File: config.mk
export PLATFORM = sky130hd
export DESIGN_NAME = ssw_top
export DESIGN_NICKNAME = d
export VERILOG_FILES = /design/src/inc/ssw_pkg.sv /design/src/logic/ssw_sync.sv /design/src/logic/ssw_top.sv
export VERILOG_INCLUDE_DIRS = /design/src /design/src/inc
export SDC_FILE = /design/constraint.sdc
export NUM_CORES = 1
export LEC_CHECK = 0
export BUFFER_PORTS_ARGS = -buffer_cell sky130_fd_sc_hd__clkbuf_2
export CAP_MARGIN = 20
export CORE_MARGIN = 3
export CORE_UTILIZATION = 55
export DETAILED_ROUTE_END_ITERATION = 8
export GPL_ROUTABILITY_DRIVEN = 0
export PLACE_DENSITY = 0.75
export RECOVER_POWER = 25
export SLEW_MARGIN = 10
export SYNTH_ARGS = -nofsm -noshare
export SYNTH_HDL_FRONTEND = slang
export SYNTH_HIERARCHICAL = 1
export SYNTH_SLANG_ARGS = --single-unit
File: constraint.sdc
create_clock -name clk -period 2.49 [get_ports clk]
set_input_delay 0.1245 -clock clk [delete_from_list [all_inputs] [get_ports clk]]
set_output_delay 0.1245 -clock clk [all_outputs]
set_load 0.01 [all_outputs]
File: src/inc/ssw_defs.svh
// Constants for the supply supervisor and watchdog block.
// Assumes a 200 MHz core clock; included by bare name.
//
// Operation
// Main supply below threshold asserts both reset outputs.
// After supply recovers, reset releases only after 200 ms delay.
// Active-low reset pin forced low externally starts and holds a reset.
// Watchdog variant restarts its timer on every kick input edge.
// Watchdog variant asserts reset if no kick edge within 1.6 s.
// Auxiliary low flag is low while aux sense below 1.25 V reference.
// Memory write inhibit asserted while main supply below threshold.
// Active-high reset exists only in the variant without watchdog.
// Host toggles kick input more often than every 1.6 s.
// Manual or watchdog reset also gets release delay; watchdog restarts on release.
`ifndef SSW_DEFS_SVH
`define SSW_DEFS_SVH

`define SSW_CLK_PERIOD_PS 5000
`define SSW_RELEASE_DELAY_MS 200
`define SSW_WDOG_TIMEOUT_MS 1600
`define SSW_RELEASE_CYCLES ((`SSW_RELEASE_DELAY_MS * 64'd1000000000) / `SSW_CLK_PERIOD_PS)
`define SSW_WDOG_CYCLES ((`SSW_WDOG_TIMEOUT_MS * 64'd1000000000) / `SSW_CLK_PERIOD_PS)
`define SSW_CNT_W 32

`endif

File: src/inc/ssw_pkg.sv
// Types shared by the supply supervisor and watchdog block.
// Assumes no other package is needed.
package ssw_pkg;

  typedef enum logic [1:0] {
    SSW_HOLD,
    SSW_DELAY,
    SSW_RUN,
    SSW_MANUAL
  } ssw_state_t;

  // Synchronised sense inputs
  typedef struct packed {
    logic main_low;
    logic aux_low;
    logic pin_low;
    logic kick;
  } ssw_sense_t;

endpackage : ssw_pkg

File: src/logic/ssw_sync.sv
// Two-flop synchroniser bank for the pin inputs.
// Assumes all inputs are asynchronous to clk.
`timescale 1ns/1ps
`default_nettype none

module ssw_sync #(
  parameter int W = 4,
  parameter logic [W-1:0] RESET_VAL = '1
) (
  input wire logic clk,
  input wire logic rstn,
  input wire logic [W-1:0] async_in,
  output logic [W-1:0] sync_out
);

  logic [W-1:0] meta_reg;
  logic [W-1:0] meta_next;
  logic [W-1:0] sync_reg;
  logic [W-1:0] sync_next;

  always_comb begin
    meta_next = async_in;
    sync_next = meta_reg;
  end

  // Each bit resets to its own bit of RESET_VAL
  genvar i;
  for (i = 0; i < W; i++) begin : g_bit
    always_ff @(posedge clk or negedge rstn) begin
      if (!rstn) begin
        meta_reg[i] <= RESET_VAL[i];
        sync_reg[i] <= RESET_VAL[i];
      end else begin
        meta_reg[i] <= meta_next[i];
        sync_reg[i] <= sync_next[i];
      end
    end
  end

  assign sync_out = sync_reg;

endmodule : ssw_sync

`default_nettype wire

File: src/logic/ssw_top.sv
// Supervisory reset logic: supply, manual and watchdog reset with release delay.
// Assumes comparator outputs and pins are asynchronous; counts may be shortened.
`timescale 1ns/1ps
`default_nettype none
`include "ssw_defs.svh"

module ssw_top #(
  parameter bit WDOG_VARIANT = 1'b0,
  parameter logic [31:0] RELEASE_CYCLES = 32'(`SSW_RELEASE_CYCLES),
  parameter logic [31:0] WDOG_CYCLES = 32'(`SSW_WDOG_CYCLES)
) (
  input wire logic clk,
  input wire logic rstn,
  input wire logic main_below_thr,
  input wire logic aux_below_ref,
  input wire logic reset_n_pin_in,
  input wire logic watchdog_kick_input,
  output logic reset_hi_out,
  output logic reset_hi_oe_n,
  output logic reset_n_out,
  output logic reset_n_oe_n,
  output logic aux_low_flag,
  output logic mem_write_inhibit
);

  // ==========================================================
  // Input synchronisation
  ssw_pkg::ssw_sense_t sense;
  logic [3:0] sense_vec;

  ssw_sync #(
    .W(4),
    .RESET_VAL(4'hD)
  ) u_sync (
    .clk(clk),
    .rstn(rstn),
    .async_in({main_below_thr, aux_below_ref, reset_n_pin_in, watchdog_kick_input}),
    .sync_out(sense_vec)
  );

  // Pin bit flips after the flops so that it reads as a low request
  assign sense = ssw_pkg::ssw_sense_t'(sense_vec ^ 4'h2);

  // ==========================================================
  // Kick edge detection and watchdog timer
  logic kick_d_reg;
  logic kick_d_next;
  logic kick_edge;
  logic [`SSW_CNT_W-1:0] wdog_cnt_reg;
  logic [`SSW_CNT_W-1:0] wdog_cnt_next;
  logic wdog_expire;
  ssw_pkg::ssw_state_t state_reg;
  ssw_pkg::ssw_state_t state_next;

  assign kick_edge = sense.kick ^ kick_d_reg;
  // A kick on the last cycle still restarts the timer
  assign wdog_expire = WDOG_VARIANT && (state_reg == ssw_pkg::SSW_RUN) && !kick_edge &&
                       (wdog_cnt_reg >= WDOG_CYCLES - 32'h1);

  always_comb begin
    kick_d_next = sense.kick;
    wdog_cnt_next = wdog_cnt_reg;
    if (state_reg != ssw_pkg::SSW_RUN || kick_edge) begin
      wdog_cnt_next = '0;
    end else if (!wdog_expire) begin
      wdog_cnt_next = wdog_cnt_reg + 32'h1;
    end
  end

  always_ff @(posedge clk or negedge rstn) begin
    if (!rstn) begin
      kick_d_reg <= 1'b1;
      wdog_cnt_reg <= '0;
    end else begin
      kick_d_reg <= kick_d_next;
      wdog_cnt_reg <= wdog_cnt_next;
    end
  end

  // ==========================================================
  // Reset sequencer
  logic [`SSW_CNT_W-1:0] dly_cnt_reg;
  logic [`SSW_CNT_W-1:0] dly_cnt_next;
  logic hold_cause;
  logic ext_low;
  logic [1:0] oe_hist_reg;
  logic [1:0] oe_hist_next;

  // Own drive delayed by the synchroniser depth, so that a synced low we caused is masked
  always_comb begin
    oe_hist_next = {oe_hist_reg[0], reset_n_oe_n};
  end

  always_ff @(posedge clk or negedge rstn) begin
    if (!rstn) begin
      oe_hist_reg <= 2'h0;
    end else begin
      oe_hist_reg <= oe_hist_next;
    end
  end

  // Only an outside low counts as a manual request
  assign ext_low = sense.pin_low && oe_hist_reg[1];
  assign hold_cause = sense.main_low || ext_low;

  always_comb begin
    state_next = state_reg;
    dly_cnt_next = dly_cnt_reg;
    case (state_reg)
      ssw_pkg::SSW_HOLD: begin
        dly_cnt_next = '0;
        if (!sense.main_low) begin
          state_next = ssw_pkg::SSW_DELAY;
        end
      end
      // Line left to the outside driver, so that its release can be seen
      ssw_pkg::SSW_MANUAL: begin
        dly_cnt_next = '0;
        if (sense.main_low) begin
          state_next = ssw_pkg::SSW_HOLD;
        end else if (!sense.pin_low) begin
          state_next = ssw_pkg::SSW_DELAY;
        end
      end
      ssw_pkg::SSW_DELAY: begin
        if (sense.main_low) begin
          state_next = ssw_pkg::SSW_HOLD;
        end else if (dly_cnt_reg >= RELEASE_CYCLES - 32'h1) begin
          state_next = ssw_pkg::SSW_RUN;
        end else begin
          dly_cnt_next = dly_cnt_reg + 32'h1;
        end
      end
      ssw_pkg::SSW_RUN: begin
        if (sense.main_low) begin
          state_next = ssw_pkg::SSW_HOLD;
        end else if (ext_low) begin
          state_next = ssw_pkg::SSW_MANUAL;
        end else if (wdog_expire) begin
          state_next = ssw_pkg::SSW_DELAY;
        end
        dly_cnt_next = '0;
      end
      default: begin
        state_next = ssw_pkg::SSW_HOLD;
        dly_cnt_next = '0;
      end
    endcase
  end

  always_ff @(posedge clk or negedge rstn) begin
    if (!rstn) begin
      state_reg <= ssw_pkg::SSW_HOLD;
      dly_cnt_reg <= '0;
    end else begin
      state_reg <= state_next;
      dly_cnt_reg <= dly_cnt_next;
    end
  end

  // ==========================================================
  // Output registers
  logic in_reset;
  logic reset_hi_oe_n_next;
  logic reset_n_oe_n_next;
  logic aux_low_flag_next;
  logic inhibit_next;

  assign in_reset = (state_next != ssw_pkg::SSW_RUN);

  // In a manual hold the outside low keeps the line asserted; when it lets go the
  // line stands high for the synchroniser latency before the release delay drives it
  always_comb begin
    reset_n_oe_n_next = !in_reset || (state_next == ssw_pkg::SSW_MANUAL);
    reset_hi_oe_n_next = !(in_reset && !WDOG_VARIANT);
    aux_low_flag_next = !sense.aux_low;
    inhibit_next = sense.main_low;
  end

  always_ff @(posedge clk or negedge rstn) begin
    if (!rstn) begin
      reset_n_oe_n <= 1'b0;
      reset_hi_oe_n <= WDOG_VARIANT;
      aux_low_flag <= 1'b0;
      mem_write_inhibit <= 1'b1;
      reset_hi_out <= 1'b1;
      reset_n_out <= 1'b0;
    end else begin
      reset_n_oe_n <= reset_n_oe_n_next;
      reset_hi_oe_n <= reset_hi_oe_n_next;
      aux_low_flag <= aux_low_flag_next;
      mem_write_inhibit <= inhibit_next;
      reset_hi_out <= 1'b1;
      reset_n_out <= 1'b0;
    end
  end
endmodule : ssw_top

`default_nettype wire

==> results of run 1 <==
[worst paths after layout]
path,cells after the start,end,start
setup reg to reg,5,dly_cnt_reg[5],dly_cnt_reg[20]
hold / removal,0,u_sync/sync_out[1],u_sync/meta_reg[1]
max in group asynchronous,3,mem_write_inhibit,rstn
min in group asynchronous,2,dly_cnt_reg[5],rstn
hold reg to reg,0,u_sync/sync_out[1],u_sync/meta_reg[1]
setup / recovery,5,dly_cnt_reg[5],dly_cnt_reg[20]
[layer usage]
metal,up-vias,GRT usage (%),share of wire [%]
met5,-,0,0
met4,0,4.56,0.61
met3,4,4.20,4.3
met2,39,32.9,50
met1,873,25.9,45
li1,862,-,-
[layout make-up]
| class | instances | area, µm² | share of cell area, % |
|---|---|---|---|
| repair buffers | 21 | 159 | 6.38 |
| clock buffers | 5 | 68.8 | 2.76 |
| inverters | 5 | 18.8 | 0.753 |
| flip-flops and latches | 46 | 1160 | 46.4 |
| clock inverters | 3 | 47.5 | 1.91 |
| multi-input cells | 160 | 981 | 39.4 |
| well taps | 48 | 60.1 | 2.41 |
[critical path: stages (launching register included)]
cell and delay, ns:
dfrtp_1 0.43, or3_4 0.42, o311ai_4 0.32, nand2_2 0.30, or4_1 0.53, a21oi_1 0.15
[report_power, final]
part           leakage (nW)  internal (mW)  switching [mW]  total [mW]
Combinational         0.417         0.0200          0.0420      0.0620
Clock                0.0591          0.306           0.259       0.565
Sequential            0.614          0.759         0.00635       0.765
[metrics by stage]
step	hold WS, ns	worst slack (ns)	area, µm²	std cells	total power, mW
4_1_cts	0.0661	0.251	2460	286	1.40
3_5_place_dp	0.214	0.255	2320	275	0.835
2_1_floorplan	-0.171	0.545	2220	223	0.807
3_3_place_gp	0.214	0.312	2320	275	0.832
6_report	0.359	0.258	2490	288	1.39
5_1_grt	0.368	0.107	2490	288	1.45
==> impl_results.md, run 1 <==
- Antenna violations before repair: 0
- Setup Fix Bufs, Post-CTS: 0
- FILL cells: 279
- Cells after synthesis: 223
- Largest net degree at the start of global routing: 47
- Die ar.: 4840 µm²
- CTS tree: done
- Root Buffer Master: clkbuf_8
- WL per Instance: 15.3 µm
- Critical Path RT: 2.70 ns
- Worst setup SP type: flip-flop
- Synth warnings: 6
- Min-Delay Path Class: flip-flop to flip-flop
- Die height: 69.5 µm
- Setup TNS: 0 ns
- Die X: 69.5 µm
- Total length of routed wires: 4410 µm
- Vias in the first global route: 1,700
- Final ANT Viol Nets: 0
- Worst slew pin tran: 0.940 ns
- Mapped Nets: 230
- VDD IR max: 0.394 mV
- Initial DRC Count: 111
- Drt pass-1 iters: 4
- Crit end category: flip-flop
- Final setup viols: 0
- Core area: 3770 µm²
- PwrDens: 559 nW/µm²
- FF-to-FF setup slack: 0.26 ns
- Area growth syn-to-layout: 12.2%
- Avg Cell Area, Syn: 9.96 µm²
- Input/output buffers: 8
- Final Cycle Share: 89.6%
- Clock Skews: 0.00554 ns
- Relative slew slack: 37.3%
- Crit-path max FO: 23
- Fin util: 66.1%
- Leakage: 1.09 nW
- Final #Nets: 246
- Max-cap violation count: 0
- H-tree Lvls: 2
- Max reg flops: 32
- Post_cts resized: 0
- Grt ovf: 0
- Post-CTS Hold Buffers: 3
- Ports: 12
- Status: completed
- CP Class: flip-flop to flip-flop
- Fmax: 0.448 GHz
- Most frequent cells in the layout: dfrtp_1, a21oi_1, nand2_1, nand3_1, nor2_1
- Fraction of layout cells with a size suffix above 1: 14.6%
- CTS Sinks: 46
- GRT Overall Usage: 19.5%
- Commonest non-fill, non-tap cell in the layout: dfrtp_1
- Final hold violations: 0
- Site row count: 22
- Post-Syn Area: 2220 µm²
- Slew Viols, Final: 0
- N_diodes: 0
- Clock slew at reported path FFs: 0.09 ns
- Vias post-DR: 1,778
- Vias per cell: 6.17
- Initial Util: 58.9%
- DP HPWL: 3050 µm
- Cts bufs inserted: 5
- First-pass GRT wire length: 7670 µm
- Clock latency on the worst-skew pair: 0.30 ns
- Post-route DRC: 0
- CTS Buffer Depth: 2
- Tmin final: 2.23 ns
- Crit path DAT: 2.45 ns
- RSZ-0062 raised after global routing: no
Note: power is estimated with default switching activity, not from simulation.
==> run 2, diff against run 1 <==
- GPL_TIMING_DRIVEN: default -> 0
==> impl_results.md, run 2 (same netlist as run 1, synthesis figures left out) <==
- CTS Buffer Depth: 2 (unchanged)
- Cts bufs inserted: 5 (unchanged)
- Fraction of layout cells with a size suffix above 1: 14.8% (+0.17 points)
- CTS Sinks: 46 (unchanged)
- First-pass GRT wire length: 7880 µm (+2.7%)
- VDD IR max: 0.439 mV (+12%)
- Initial Util: 58.9% (unchanged)
- Most frequent cells in the layout: dfrtp_1, a21oi_1, nand2_1, nand3_1, nor2_1
- Vias per cell: 6.14 (-0.48%)
- Root Buffer Master: clkbuf_8
- Grt ovf: 0 (unchanged)
- Clock latency on the worst-skew pair: 0.30 ns (about the same)
- Critical Path RT: 2.72 ns (+0.02 ns)
- Input/output buffers: 8 (unchanged)
- Die ar.: 4840 µm² (unchanged)
- Final #Nets: 250 (+1.6%)
- Fmax: 0.432 GHz (-3.7%)
- Relative slew slack: 34.6% (-2.7 points)
- DP HPWL: 3310 µm (+8.4%)
- Drt pass-1 iters: 5 (+1)
- Die X: 69.5 µm (unchanged)
- Final setup viols: 0 (unchanged)
- Tmin final: 2.32 ns (+0.0852 ns)
- Worst Setup SP: dly_cnt_reg[20]
- Worst setup SP type: flip-flop
- PwrDens: 521 nW/µm² (-6.7%)
- Crit end category: flip-flop
- Ports: 12 (unchanged)
- RSZ-0062 raised after global routing: no
- Crit path DAT: 2.55 ns (+0.10 ns)
- Area growth syn-to-layout: 11.7%
- Clock slew at reported path FFs: 0.09 ns (about the same)
- CP Class: flip-flop to flip-flop
- Commonest non-fill, non-tap cell in the layout: dfrtp_1
- Post-route DRC: 0 (unchanged)
- Slew Viols, Final: 0 (unchanged)
- Setup TNS: 0 ns (unchanged)
- Status: completed
- Final Non-Filler Cells: 292 (+1.4%)
- Origin of the critical flop-to-flop path: dly_cnt_reg[20]
- Vias in the first global route: 1,624 (-4.5%)
- FILL cells: 290 (+3.9%)
- Crit-path max FO: 10 (-57%)
- Largest net degree at the start of global routing: 30 (-36%)
- Register area: 1160 µm² (unchanged)
- Antenna violations before repair: 0 (unchanged)
- Placed cell count: 280 (+1.8%)
- Total length of routed wires: 4690 µm (+6.4%)
- Min-Delay Path Class: flip-flop to flip-flop
- Final ANT Viol Nets: 0 (unchanged)
- Worst slew pin tran: 0.981 ns (+0.0404 ns)
- Clock Skews: 0.00794 ns (+0.00240 ns)
- R2R cell count: 7 (+2)
- Setup Fix Bufs, Post-CTS: 0 (unchanged)
- Max reg flops: 32 (unchanged)
- Die height: 69.5 µm (unchanged)
- Hold Path Stages: 0 (unchanged)
- CTS tree: done
- Max-cap violation count: 0 (unchanged)
- HP Start: u_sync/meta_reg[1]
- Initial DRC Count: 136 (+23%)
- N_diodes: 0 (unchanged)
- GRT Overall Usage: 20.4% (+0.89 points)
- Multi-input combinational cell area: 987 µm² (+0.64%)
- Vias post-DR: 1,794 (+0.90%)
- Core area: 3770 µm² (unchanged)
- WL per Instance: 16.1 µm (+4.9%)
- Leakage: 1.08 nW (-1.4%)
- Final Cycle Share: 93.0% (+3.4 points)
- Final hold violations: 0 (unchanged)
- Site row count: 22 (unchanged)
- H-tree Lvls: 2 (unchanged)
-- run 2: final timing paths --
path	slack [ns]	endpoint
min	0.35	u_sync/sync_out[1]
max reg2reg	0.17	dly_cnt_reg[8]
max in group asynchronous	1.26	u_sync/meta_reg[2]
min reg2reg	0.35	u_sync/sync_out[1]
min in group asynchronous	0.49	reset_hi_oe_n
max	0.17	dly_cnt_reg[8]
-- run 2: cell type report --
class                   instances  share of cell area (%)
repair buffers                 13                    3.99
well taps                      48                    2.42
inverters                       5                   0.757
clock buffers                   5                    2.77
clock inverters                 3                   0.959
flip-flops and latches         46                    46.7
multi-input cells             160                    39.8
plain buffers                  12                    2.62
-- run 2: routing by layer --
metal	GRT usage, %	vias to the layer above	wire length [µm]
met1	27.5	868	2180
met4	7.16	0	77
met3	4.20	7	248
met2	32.8	50	2180
li1	-	869	-
met5	0	-	0
-- run 2: critical path, stage by stage, from the launching register on --
cell and delay [ns]:
dfrtp_1 0.44, or3_4 0.42, nor4_1 0.45, o21a_1 0.24, buf_2 0.23, buf_4 0.21
o21ai_0 0.11, a21oi_1 0.14
-- run 2: repair_timing --
item | in CTS | in global routing
endpoints found under the setup margin | 0 | 9
resized for setup | 0 | 3
endpoints found under the hold margin | 17 | 0
hold buffers | 4 | 0
-- run 2: power by group --
part           total (mW)  leakage, nW  internal, mW  switching [mW]
clock network       0.462       0.0408         0.201           0.262
logic              0.0644        0.420        0.0213          0.0432
registers           0.765        0.614         0.759         0.00640
total                1.29         1.08         0.981           0.311
-- run 2: per-stage QoR --
stage	setup slack, ns	hold slack, ns	utilization, %	instance area (µm²)	total power, mW
CTS	0.0701	0.305	65.6	2470	1.31
global placement	0.138	0.212	61.5	2320	0.837
floorplan	0.545	-0.171	-	2220	0.807
detailed placement	0.0837	0.0924	62.1	2340	0.841
finish	0.173	0.354	65.8	2480	1.29
global route	0.0364	0.364	65.8	2480	1.35
==> run 3, diff against run 2 <==
- CELL_PAD_IN_SITES_DETAIL_PLACEMENT: default -> 1
- CELL_PAD_IN_SITES_GLOBAL_PLACEMENT: default -> 1
- CORE_UTILIZATION: 55 -> 51
- PLACE_DENSITY: 0.75 -> 0.85
- RECOVER_POWER: 25 -> 100
- clock period: 2.49 -> 2.75 ns (I/O delays scaled with it)
==> impl_results.md, run 3 (same netlist as run 1, synthesis figures left out) <==
- Status: complete, but fails checks
- Internal power: 0.975 mW (-0.54%)
- Drt pass-1 iters: 4 (-1)
- FF-to-FF setup slack: 0.18 ns (about the same)
- CTS tree: done
- Hold WS: 0.278 ns (-0.0760 ns)
- Slew Viols, Final: 40 (+40)
- Die height: 72.0 µm (+3.5%)
- Clock slew at reported path FFs: 0.09 ns (about the same)
- WL per Instance: 20.7 µm (+29%)
- Vias in the first global route: 2,025 (+25%)
- Fmax: 0.389 GHz (-9.8%)
- CTS Buffer Depth: 2 (unchanged)
- Max-cap violation count: 1 (+1)
- Gate power share: 4.7% (-0.3 points)
- Input/output buffers: 8 (unchanged)
- DP HPWL: 4140 µm (+25%)
- Relative slew slack: -14.9% (-50 points)
- Final #Nets: 250 (unchanged)
- Placed inst area: 2320 µm² (-0.75%)
- R2R cell count: 6 (-1)
- Clock Skews: 0.00784 ns (-0.0000941 ns)
- Pwr Total: 1.26 mW (-2.7%)
- Clk pwr share: 40.0% (+4.2 points)
- Total length of routed wires: 6080 µm (+30%)
- FF-to-FF End: dly_cnt_reg[13]
- N_diodes: 0 (unchanged)
- Origin of the critical flop-to-flop path: dly_cnt_reg[20]
- Clock latency on the worst-skew pair: 0.30 ns (about the same)
- Ports: 12 (unchanged)
- Initial DRC Count: 97 (-29%)
- CP Class: flip-flop to flip-flop
- NetSw: 0.282 mW (-9.4%)
- Site row count: 23 (+4.5%)
- Crit path DAT: 2.76 ns (+0.21 ns)
- Fin util: 60.2% (-5.5 points)
- Flop pwr share: 55.2% (-4.0 points)
- Critical path, cell by cell: or3_4 > o311ai_2 > clkbuf_1 > and2_0 > a31oi_1 > a41o_1
- Fraction of layout cells with a size suffix above 1: 10.2% (-4.5 points)
- Worst setup SP type: flip-flop
- Vias post-DR: 1,930 (+7.6%)
- Post-route DRC: 0 (unchanged)
- Core area: 4090 µm² (+8.4%)
- Cell family with most CP delay: compound AO/OA/AOI/OAI gates
- VDD IR max: 0.239 mV (-46%)
- Crit-path max FO: 10 (unchanged)
- CTS Sinks: 46 (unchanged)
- CP max stage cell: clkbuf_1
- First-pass GRT wire length: 10000 µm (+27%)
- Leakage: 1.06 nW (-1.1%)
- PwrDens: 511 nW/µm² (-1.9%)
- Final Non-Filler Cells: 294 (+0.68%)
- Critical Path Max Stage Delay: 0.45 ns (about the same)
- Final ANT Viol Nets: 0 (unchanged)
- Commonest non-fill, non-tap cell in the layout: dfrtp_1
- Tmin final: 2.57 ns (+0.251 ns)
- Initial Util: 54.3% (-4.5 points)
- Vias per cell: 6.56 (+6.8%)
- Setup TNS: 0 ns (unchanged)
- Worst slew pin tran: 1.72 ns (+0.740 ns)
- Crit end category: flip-flop
- Root Buffer Master: clkbuf_8
- Antenna violations before repair: 0 (unchanged)
- CP Buf/Inv Count: 1 (-1)
- Post-route cell area: 2460 µm² (-0.76%)
- GRT Overall Usage: 25.1% (+4.7 points)
- Die ar.: 5180 µm² (+7.2%)
- Violated checks: max-capacitance violations, max-slew violations
- Min-Delay Path Class: input pin to async pin
- Switching share of power: 22.4% (-1.7 points)
- Most frequent cells in the layout: dfrtp_1, a21oi_1, nand2_1, nand3_1, nor2_1
- Final setup viols: 0 (unchanged)
- FILL cells: 462 (+59%)
- Critical Path RT: 2.95 ns (+0.23 ns)
- Die X: 72.0 µm (+3.5%)
- Max reg flops: 32 (unchanged)
- H-tree Lvls: 2 (unchanged)
- Placed cell count: 281 (+0.36%)
- RSZ-0062 raised after global routing: no
- Final hold violations: 0 (unchanged)
- Area growth syn-to-layout: 10.8%
- Dpl ws: 0.293 ns (+0.210 ns)
- Grt ovf: 0 (unchanged)
- Final WS setup: 0.182 ns (+0.00897 ns)
- Cts bufs inserted: 5 (unchanged)
- Final Cycle Share: 93.4% (+0.33 points)
- Largest net degree at the start of global routing: 47 (+57%)
## run 3: changes by cell type in the layout (fill, tap and decap cells not counted), sizes merged
cell,delta
dlymetal6s2s,+1
inv,-1
buf,-5
clkbuf,+5
bufinv,+1
clkinvlp,-1
## run 3: power by group through the flow
| stage | clock [mW] | sequential, mW | combinational, mW |
|---|---|---|---|
| floorplan | 0 | 0.706 | 0.0248 |
| global placement | 0 | 0.706 | 0.0514 |
| detailed placement | 0 | 0.708 | 0.0552 |
| CTS | 0.510 | 0.695 | 0.0587 |
| global route | 0.534 | 0.696 | 0.0663 |
| finish | 0.503 | 0.694 | 0.0597 |
## run 3: final cells by class
cell class / count / area, µm² / area share [%]
tap: 50 / 62.6 / 2.54
buffer: 12 / 57.6 / 2.34
inverter: 5 / 18.8 / 0.763
clock inverter: 2 / 37.5 / 1.53
clock buffer: 6 / 72.6 / 2.95
sequential: 46 / 1160 / 47.0
multi-input combinational: 160 / 968 / 39.3
timing repair buffer: 13 / 86.3 / 3.51
## run 3: per-layer routing
layer	share of wire, %	wire length [µm]	track usage (%)
met1	43	2630	32.4
met3	3.7	224	4.16
met5	0	0	0
met2	51	3110	42.0
met4	1.9	114	10.4
## run 3: worst max path at each step
stage | startpoint | to | slack [ns] | depth (start not counted)
after floorplan | dly_cnt_reg[20] | dly_cnt_reg[14] | 0.81 | 7
after global placement | dly_cnt_reg[20] | state_reg[0] | 0.43 | 6
after detailed placement | dly_cnt_reg[20] | state_reg[0] | 0.29 | 6
after CTS | dly_cnt_reg[20] | state_reg[0] | 0.25 | 6
after global routing | dly_cnt_reg[0] | dly_cnt_reg[1] | 0.02 | 8
final | dly_cnt_reg[20] | dly_cnt_reg[13] | 0.18 | 6
## run 3: timing repair
| item | in CTS | in global routing |
|---|---|---|
| gates resized for setup | 0 | 0 |
| setup buffers | 0 | 0 |
| hold buffers | 3 | 1 |
| hold endpoints to repair | 3 | 29 |
